`src/rtl/p4fs_pkg.sv`:
```
// Constants for the port 4 pin function select block.
// Assumes a 32-bit APB slave port and one system clock.
package p4fs_pkg;
  localparam int unsigned PIN_COUNT      = 8;
  localparam int unsigned CODE_WIDTH     = 3;
  localparam int unsigned FUNC_COUNT     = 8;
  // Register map.
  localparam logic [11:0] SELECT_OFFSET  = 12'h010;
  localparam logic [31:0] SELECT_RESET   = 32'h0000_00c0;
  localparam logic [31:0] SELECT_WMASK   = 32'h00ff_ffff;
  localparam int unsigned BASE_LSB       = 0;
  localparam int unsigned ALT_LSB        = 8;
  localparam int unsigned EXT_LSB        = 16;
  // Function codes, ordered extension, alternate, base.
  typedef enum logic [2:0] {
    P4FS_GPIO    = 3'h0,
    P4FS_FUNC_1  = 3'h1,
    P4FS_FUNC_2  = 3'h2,
    P4FS_FUNC_3  = 3'h3,
    P4FS_FUNC_4  = 3'h4,
    P4FS_FUNC_5  = 3'h5,
    P4FS_FUNC_6  = 3'h6,
    P4FS_FUNC_7  = 3'h7
  } p4fs_code_t;
  // Pin 7 functions.
  localparam logic [2:0] P7_SWD_DATA                  = 3'h1;
  localparam logic [2:0] P7_SERIAL_PORT1_TRANSMIT     = 3'h2;
  localparam logic [2:0] P7_TWO_WIRE_CH0_DATA         = 3'h3;
  localparam logic [2:0] P7_SPI_CH0_CHIP_SELECT       = 3'h4;
  localparam logic [2:0] P7_ANTENNA_SWITCH_SIX        = 3'h5;
  localparam logic [2:0] P7_KEYSCAN_OUTPUT_ONE        = 3'h6;
  // Pin 6 functions.
  localparam logic [2:0] P6_SWD_CLOCK                 = 3'h1;
  localparam logic [2:0] P6_SERIAL_PORT1_RECEIVE      = 3'h2;
  localparam logic [2:0] P6_TWO_WIRE_CH0_CLOCK        = 3'h3;
  localparam logic [2:0] P6_SPI_CH0_CLOCK             = 3'h4;
  localparam logic [2:0] P6_ANTENNA_SWITCH_FIVE       = 3'h5;
  localparam logic [2:0] P6_KEYSCAN_OUTPUT_ZERO       = 3'h6;
  // Pin 5 functions; codes 6 and 7 are reserved.
  localparam logic [2:0] P5_PULSE_UNIT2_CHANNEL0      = 3'h1;
  localparam logic [2:0] P5_KEYSCAN_OUTPUT_TWENTYTWO  = 3'h2;
  localparam logic [2:0] P5_MODEM_OFFSET_EST_DONE     = 3'h3;
  localparam logic [2:0] P5_USB_OUTPUT_ENABLE_LOW     = 3'h4;
  localparam logic [2:0] P5_SYNTH_DIVIDER_BIT0        = 3'h5;
  localparam logic [2:0] P5_LAST_VALID                = 3'h5;
  localparam logic [2:0] P76_LAST_VALID               = 3'h6;
  localparam logic [2:0] P40_LAST_VALID               = 3'h0;
endpackage

```
`src/rtl/p4fs_port4_function_select.sv`:
```
// Port 4 pin function multiplexer with its APB select register.
// Assumes pad inputs are asynchronous; peripheral signals share clock.
// Software sees a single read/write word. Its low three bytes are the base,
// alternate and extension planes. The top byte is not stored and reads back
// as zero. A write takes effect at the access edge of the bus transfer, and
// only the byte lanes that pstrb enables change.
//
// Each pin reads its three-bit code from one bit of each plane. Code zero
// hands the pin to the general-purpose port. Any other code that is listed
// for the pin hands it to one peripheral signal. The peripheral buses are
// indexed by function code, so bit c of pin7FnOut is the peripheral that
// code c selects on pin 7.
//
// A code that is not listed for a pin disconnects the pin. The pad is not
// driven, and no consumer sees its level. Pins 4 to 0 map only the GPIO
// code here, so every other code leaves them floating.
//
// Pad outputs are registered one cycle behind the mux, so a new code or a
// new peripheral level reaches the pad one edge after it is seen. Pad
// inputs pass a two-flop synchroniser and then a register per consumer,
// so the consumer sees a pad change three edges later.
//
// The bus slave answers with no wait states. Read data is captured in the
// setup cycle and stands until the next setup cycle. An access to any
// other offset is refused with pslverr and leaves the register alone.
`timescale 1ns/1ps
module p4fs_port4_function_select
  import p4fs_pkg::*;
(
  // Clock and reset
  input  wire logic        clock,
  input  wire logic        srst,
  // APB slave
  input  wire logic        psel,
  input  wire logic        penable,
  input  wire logic        pwrite,
  input  wire logic [11:0] paddr,
  input  wire logic [31:0] pwdata,
  input  wire logic [3:0]  pstrb,
  output logic      [31:0] prdata,
  output logic             pready,
  output logic             pslverr,
  // General-purpose I/O side
  input  wire logic [7:0]  gpioOut,
  input  wire logic [7:0]  gpioOe,
  output logic      [7:0]  gpioIn,
  // Peripheral sides of pins 7, 6, 5, indexed by function code
  input  wire logic [7:0]  pin7FnOut,
  input  wire logic [7:0]  pin7FnOe,
  output logic      [7:0]  pin7FnIn,
  input  wire logic [7:0]  pin6FnOut,
  input  wire logic [7:0]  pin6FnOe,
  output logic      [7:0]  pin6FnIn,
  input  wire logic [7:0]  pin5FnOut,
  input  wire logic [7:0]  pin5FnOe,
  output logic      [7:0]  pin5FnIn,
  // Package pins
  input  wire logic [7:0]  padIn,
  output logic      [7:0]  padOut,
  output logic      [7:0]  padOe,
  // Current code of every pin
  output logic      [23:0] pinCodes
);

  logic [31:0] select_q;
  logic [31:0] readData_q;
  logic [7:0]  padMeta_q;
  logic [7:0]  padSync_q;
  logic [7:0]  padOut_d;
  logic [7:0]  padOe_d;
  logic [7:0]  padOut_q;
  logic [7:0]  padOe_q;
  logic [7:0]  gpioIn_q;
  logic [7:0]  pin7In_q;
  logic [7:0]  pin6In_q;
  logic [7:0]  pin5In_q;
  logic [2:0]  code [PIN_COUNT];
  logic        hit;
  logic        setup;
  logic        access;

  // Builds the code of pin n from the three planes.
  function automatic logic [2:0] pinCode(input logic [31:0] sel,
                                         input int unsigned n);
    pinCode = {sel[EXT_LSB + n], sel[ALT_LSB + n], sel[BASE_LSB + n]};
  endfunction

  // Highest listed code of pin n; anything above is unlisted.
  function automatic logic [2:0] lastValid(input int unsigned n);
    if (n >= 6) begin
      lastValid = P76_LAST_VALID;
    end else if (n == 5) begin
      lastValid = P5_LAST_VALID;
    end else begin
      lastValid = P40_LAST_VALID;
    end
  endfunction

  assign hit    = (paddr == SELECT_OFFSET);
  assign setup  = psel && !penable;
  assign access = psel && penable;

  // Zero-wait slave: read data is captured in the setup cycle.
  // A refused access still completes at once; only pslverr marks it.
  assign pready  = 1'b1;
  assign pslverr = access && !hit;
  assign prdata  = readData_q;

  always_ff @(posedge clock) begin
    if (srst) begin
      select_q <= SELECT_RESET;
    end else if (access && pwrite && hit) begin
      for (int b = 0; b < 4; b++) begin
        if (pstrb[b]) begin
          select_q[b*8 +: 8] <= pwdata[b*8 +: 8] & SELECT_WMASK[b*8 +: 8];
        end
      end
    end
  end

  always_ff @(posedge clock) begin
    if (srst) begin
      readData_q <= 32'h0000_0000;
    end else if (setup) begin
      readData_q <= hit ? (select_q & SELECT_WMASK) : 32'h0000_0000;
    end
  end

  // Two-stage synchroniser for the pads.
  // Only the second stage is read by the routing logic below, so a
  // metastable first stage never fans out to several consumers.
  always_ff @(posedge clock) begin
    if (srst) begin
      padMeta_q <= 8'h00;
      padSync_q <= 8'h00;
    end else begin
      padMeta_q <= padIn;
      padSync_q <= padMeta_q;
    end
  end

  always_comb begin
    for (int n = 0; n < PIN_COUNT; n++) begin
      code[n] = pinCode(select_q, n);
      pinCodes[n*3 +: 3] = code[n];
    end
  end

  // Output side: GPIO, the selected peripheral, or nothing.
  always_comb begin
    padOut_d = 8'h00;
    padOe_d  = 8'h00;
    for (int n = 0; n < PIN_COUNT; n++) begin
      if (code[n] == P4FS_GPIO) begin
        padOut_d[n] = gpioOut[n];
        padOe_d[n]  = gpioOe[n];
      end else if (code[n] > lastValid(n)) begin
        padOut_d[n] = 1'b0;
        padOe_d[n]  = 1'b0;
      end else if (n == 7) begin
        padOut_d[n] = pin7FnOut[code[n]];
        padOe_d[n]  = pin7FnOe[code[n]];
      end else if (n == 6) begin
        padOut_d[n] = pin6FnOut[code[n]];
        padOe_d[n]  = pin6FnOe[code[n]];
      end else if (n == 5) begin
        padOut_d[n] = pin5FnOut[code[n]];
        padOe_d[n]  = pin5FnOe[code[n]];
      end
    end
  end

  always_ff @(posedge clock) begin
    if (srst) begin
      padOut_q <= 8'h00;
      padOe_q  <= 8'h00;
    end else begin
      padOut_q <= padOut_d;
      padOe_q  <= padOe_d;
    end
  end

  assign padOut = padOut_q;
  assign padOe  = padOe_q;

  // Input side: only the selected consumer sees the pad level.
  always_ff @(posedge clock) begin
    if (srst) begin
      gpioIn_q <= 8'h00;
      pin7In_q <= 8'h00;
      pin6In_q <= 8'h00;
      pin5In_q <= 8'h00;
    end else begin
      for (int n = 0; n < PIN_COUNT; n++) begin
        gpioIn_q[n] <= (code[n] == P4FS_GPIO) && padSync_q[n];
      end
      for (int c = 1; c < FUNC_COUNT; c++) begin
        pin7In_q[c] <= (code[7] == c[2:0]) && (c[2:0] <= P76_LAST_VALID)
                       && padSync_q[7];
        pin6In_q[c] <= (code[6] == c[2:0]) && (c[2:0] <= P76_LAST_VALID)
                       && padSync_q[6];
        pin5In_q[c] <= (code[5] == c[2:0]) && (c[2:0] <= P5_LAST_VALID)
                       && padSync_q[5];
      end
    end
  end

  assign gpioIn   = gpioIn_q;
  assign pin7FnIn = pin7In_q;
  assign pin6FnIn = pin6In_q;
  assign pin5FnIn = pin5In_q;

endmodule // p4fs_port4_function_select

```
`config.mk`:
```
export PLATFORM = sky130hd
export DESIGN_NAME = p4fs_port4_function_select
export DESIGN_NICKNAME = d
export VERILOG_FILES = /design/src/rtl/p4fs_pkg.sv /design/src/rtl/p4fs_port4_function_select.sv
export SDC_FILE = /design/constraint.sdc
export NUM_CORES = 1
export LEC_CHECK = 0
export BUFFER_PORTS_ARGS = -buffer_cell sky130_fd_sc_hd__buf_4
export CAP_MARGIN = 30
export CORE_MARGIN = 5
export CORE_UTILIZATION = 45
export DETAILED_ROUTE_END_ITERATION = 16
export PLACE_DENSITY_LB_ADDON = 0.15
export SKIP_CTS_REPAIR_TIMING = 1
export SLEW_MARGIN = 20
export SYNTH_ARGS = -nofsm -noshare
export SYNTH_HDL_FRONTEND = slang
export SYNTH_SLANG_ARGS = --single-unit
export TNS_END_PERCENT = 5
```
`constraint.sdc`:
```
create_clock -name clock -period 1.8 [get_ports clock]
set_clock_uncertainty 0.2 [all_clocks]
set_input_delay 0.36 -clock clock [delete_from_list [all_inputs] [get_ports clock]]
set_output_delay 0.36 -clock clock [all_outputs]
set_load 0.01 [all_outputs]
```
# After elaboration in Yosys (flattened, before gate mapping)
# Cells that the tools add are included.
dict set report word_totals {
  reg_bits 117
  elab_cells 130
  output_inout_bits 106
  in_bits 125
}
dict set report classes {
  n_eq_ne 18
  n_reduce_logical 48
  bitwise_logic 5
  n_lt_le_gt_ge 6
  n_mux 28
}
# cell count
set op_table {}
lappend op_table {{logical AND 1 bit} 30}
lappend op_table {{== test 3 bit, second input constant} 8}
lappend op_table {{zero test 3 bit} 8}
lappend op_table {{two-way mux 24 bit} 1}
lappend op_table {{binary-select mux 1 bit (select 3 bit)} 6}
lappend op_table {{== test 3 x 2 -> 1 bit, second input constant} 6}
lappend op_table {{two-way mux 1 bit} 18}
lappend op_table {{== test 12 x 5 -> 1 bit, second input constant} 1}
lappend op_table {{< comparator 3 x 4 -> 1 bit, second input constant} 3}
lappend op_table {{OR reduction 2 bit} 5}
lappend op_table {{== test 3 x 1 -> 1 bit, second input constant} 3}
lappend op_table {{> comparator 3 bit} 3}
lappend op_table {{two-way mux 3 bit} 3}
lappend op_table {{AND reduction 2 bit} 3}
lappend op_table {{inverter 1 bit} 5}
lappend op_table {{zero test 1 bit} 2}

# Logic depth before layout (Yosys ltp)
dict set report logic_depth {
  depth_word 5
  ltp_mapped 6
  mapped_depth_nobuf 3
}

# Least setup slack after synthesis
# No wires, ideal clock.
dict set report synth_path {
  path_kind {input port to output port}
  start {input port paddr[11]}
  end {output port pslverr}
  slack_ps 85
  path_buffers 1
  cell_stages 3
  t_required_ps 1240
  arrival_time_ps 1155
  path_cell_list {nor4_4 > buf_2 > a31oi_1}
}
dict set report synth_via {
  elab_chain_cells 3
}
# element line_no
set synth_rtl {}
lappend synth_rtl {{start, declared} p4fs_port4_function_select.sv:37} ;# input wire logic [11:0] paddr,
lappend synth_rtl {{== test 12 x 5 -> 1 bit} p4fs_port4_function_select.sv:99} ;# assign hit = (paddr == SELECT_OFFSET);
lappend synth_rtl {{zero test 1 bit} p4fs_port4_function_select.sv:106} ;# assign pslverr = access && !hit;
lappend synth_rtl {{logical AND 1 bit} p4fs_port4_function_select.sv:106}
lappend synth_rtl {{end, declared} p4fs_port4_function_select.sv:42} ;# output logic pslverr,
# Every way passes these cells.

# Final worst setup path
# Ends and elaborated chain as after synthesis.

==> results.json <==
{
  "cp_max_fo": 6,
  "setup_viol": 0,
  "wl_met2_mm": 5.754,
  "syn_to_final_growth_pct": 42.43,
  "period_share": 0.9877,
  "synth_area_per_cell_um2": 9.694,
  "p_leak_nw": 2.769,
  "required_ns": 1.24,
  "vdd_drop_max_v": 0.0005670,
  "dp_hpwl_mm": 9.292,
  "synthArstFlopShare": 0,
  "worstHoldPathCells": 2,
  "drt_iter0_drc": 142,
  "ys_seq_area_frac": 0.4797,
  "met3_length_mm": 1.017,
  "cts_tree": "done",
  "wl_met1_mm": 4.930,
  "synth_edf_count": 0,
  "synth_commonest_cells": "dfxtp_1 (105), nand2b_1 (51), nand2_1 (31), a21oi_1 (30), mux2i_1 (30)",
  "synth-seq-cells": 105,
  "drtAntennaViolNets": 0,
  "die_h_um": 108.7,
  "via_per_inst": 4.873,
  "place.gp.congestion": 0.8712,
  "htreeDepth": 3,
  "hold_viol": 0,
  "finalPower_w": 0.004481,
  "status": "finished, final reports clean",
  "max_freq_mhz": 562.5,
  "p_int_w": 0.003535,
  "path_clk_slew_ns": 0.09,
  "critical_path_class": "input pin to output pin",
  "power_frac_clock": 0.373,
  "totalWireLength_mm": 11.97,
  "power_density_mw_per_mm2": 718.1,
  "rsz0062_at_grt": "yes",
  "cts_buffers": 9,
  "period_minus_slack_ns": 1.778,
  "die_x_um": 108.7,
  "synth_area_mm2": 0.004382,
  "sw_frac_of_total": 0.2111,
  "setup-tns-final_ns": 0,
  "drv_cap": 0,
  "grt_max_degree": 43,
  "fin_nets": 767,
  "first_global_vias": 3576,
  "yosysUniqueCellTypes": 29,
  "dr_total_vias": 3791,
  "drc": 0,
  "clock-root-buffer": "clkbuf_8",
  "num_antenna_cells": 0,
  "grt_remaining_overflow": 0,
  "cp-start-kind": "input pin",
  "numPortBuffers": 191,
  "antenna_found_initial": 0,
  "synth_top_area_share": 0.4797,
  "min_path_type": "input pin to flop",
  "cts_buffer_depth": 2,
  "clk_latency_ns": 0.35,
  "ys.flop_type": "dfxtp_1",
  "ioPinCount": 231,
  "core_area_mm2": 0.009639,
  "comb_power_share": 0.098,
  "grt_usage": 0.1968,
  "cts.sinks": 105,
  "top_layer": "met4",
  "power_switching_w": 0.0009462,
  "synth-warning-count": 0,
  "yosysMostFrequentCell": "dfxtp_1",
  "final-max-slew-violation-count": 0,
  "start_util": 0.4546,
  "yosysTopAreaCell": "dfxtp_1",
  "rows": 36,
  "seqPwrFrac": 0.529,
  "synthCells": 452,
  "drive_above_1_share": 0.3876,
  "synth.top_cells.by_area": "dfxtp_1 (48%), nand2b_1 (7.3%), mux2i_1 (6.9%)",
  "fp.dieArea_mm2": 0.01181,
  "cp.arrival_ns": 1.22,
  "grt_pass1_wl_mm": 18.22,
  "wire_per_inst_um": 15.38,
  "first_pass_iters": 4,
  "r2r_cells": 3,
  "cp-end-kind": "output pin"
}
## worst max-delay path, cell delays in order
cell	delay (ns)
buf_4	0.12
nor4_4	0.38
a31oi_1	0.18
buf_4	0.18
## sequential cells by signal, summed over array words and instances, names as in the netlist
| signal | flops |
|---|---|
| select_q | 24 |
| pin6FnIn | 6 |
| gpioIn | 8 |
| padOe | 8 |
| padSync_q | 8 |
| padMeta_q | 8 |
| padOut | 8 |
| pin7FnIn | 6 |
| pin5FnIn | 5 |
| prdata | 24 |
## cell families after synthesis
family	share of synthesized area
flops	0.4797
buf+inv	0.06568
mux	0.09423
other cells	0.001714
compound gates	0.04769
simple gates	0.3110
## final timing paths
path	start	endpoint	slack [ns]
max	paddr[11]	pslverr	0.02
min	gpioOe[3]	padOe[3]$_SDFF_PP0_	0.01
max reg2reg	select_q[5]$_SDFFE_PP0P_	padOe[5]$_SDFF_PP0_	0.27
min reg2reg	padSync_q[1]$_SDFF_PP0_	gpioIn[1]$_SDFF_PP0_	0.24
## metal layers
metal  global-route usage  up-vias
li1                     -     1886
met1               0.2613     1762
met2               0.3058      124
met3              0.05565       19
met4              0.07304        0
met5                    0        -
## metrics by stage
step                      instances  hold WS, ns    util  setup WS [ns]  cell area (um2)
after floorplan                 466       0.2057       -        0.08531             4434
after global placement          760       0.2145  0.6188       0.007164             5964
after detailed placement        760       0.2185  0.6188       -0.01902             5964
after CTS                       774    -0.008971  0.6427       -0.01663             6195
after global routing            778   0.00006539  0.6475       -0.05765             6241
final                           778      0.01198  0.6475        0.02209             6241
## power groups by stage
stage	clock, W	sequential, W	combinational [W]
finish	0.00167	0.00237	0.000439
global route	0.00181	0.00238	0.000478
CTS	0.00171	0.00237	0.000435
detailed placement	0	0.00243	0.000435
global placement	0	0.00242	0.000425
floorplan	0	0.00244	0.000188
## final cells by class
class	count	area [um2]
fillers	858	3398
flip-flops and latches	105	2108
multi-input cells	307	2044
repair buffers	219	1692
well taps	133	166.4
clock buffers	9	123.9
clock inverters	5	106.4
## cell usage in the layout (no fill, tap or decap), types with 2 or more instances in the layout
cell type / instances
and4_1: 6
nand2_1: 31
a211o_1: 2
dfxtp_2: 5
nor4_1: 5
nor2_1: 22
conb_1: 16
dlygate4sd3_1: 4
mux2_2: 2
mux4_2: 4
a21oi_1: 30
nor4_4: 2
nand4_1: 24
buf_4: 212
nand2b_1: 51
or2_2: 4
nor2b_1: 19
dfxtp_1: 100
mux2i_1: 30
clkbuf_8: 9
buf_12: 3
or3b_2: 3
and2_1: 15
and3b_1: 24
a311oi_1: 4
nor4b_1: 2
nand3b_1: 3
nor3_1: 6
bufinv_16: 3
Note: power is estimated with default switching activity, not from simulation.
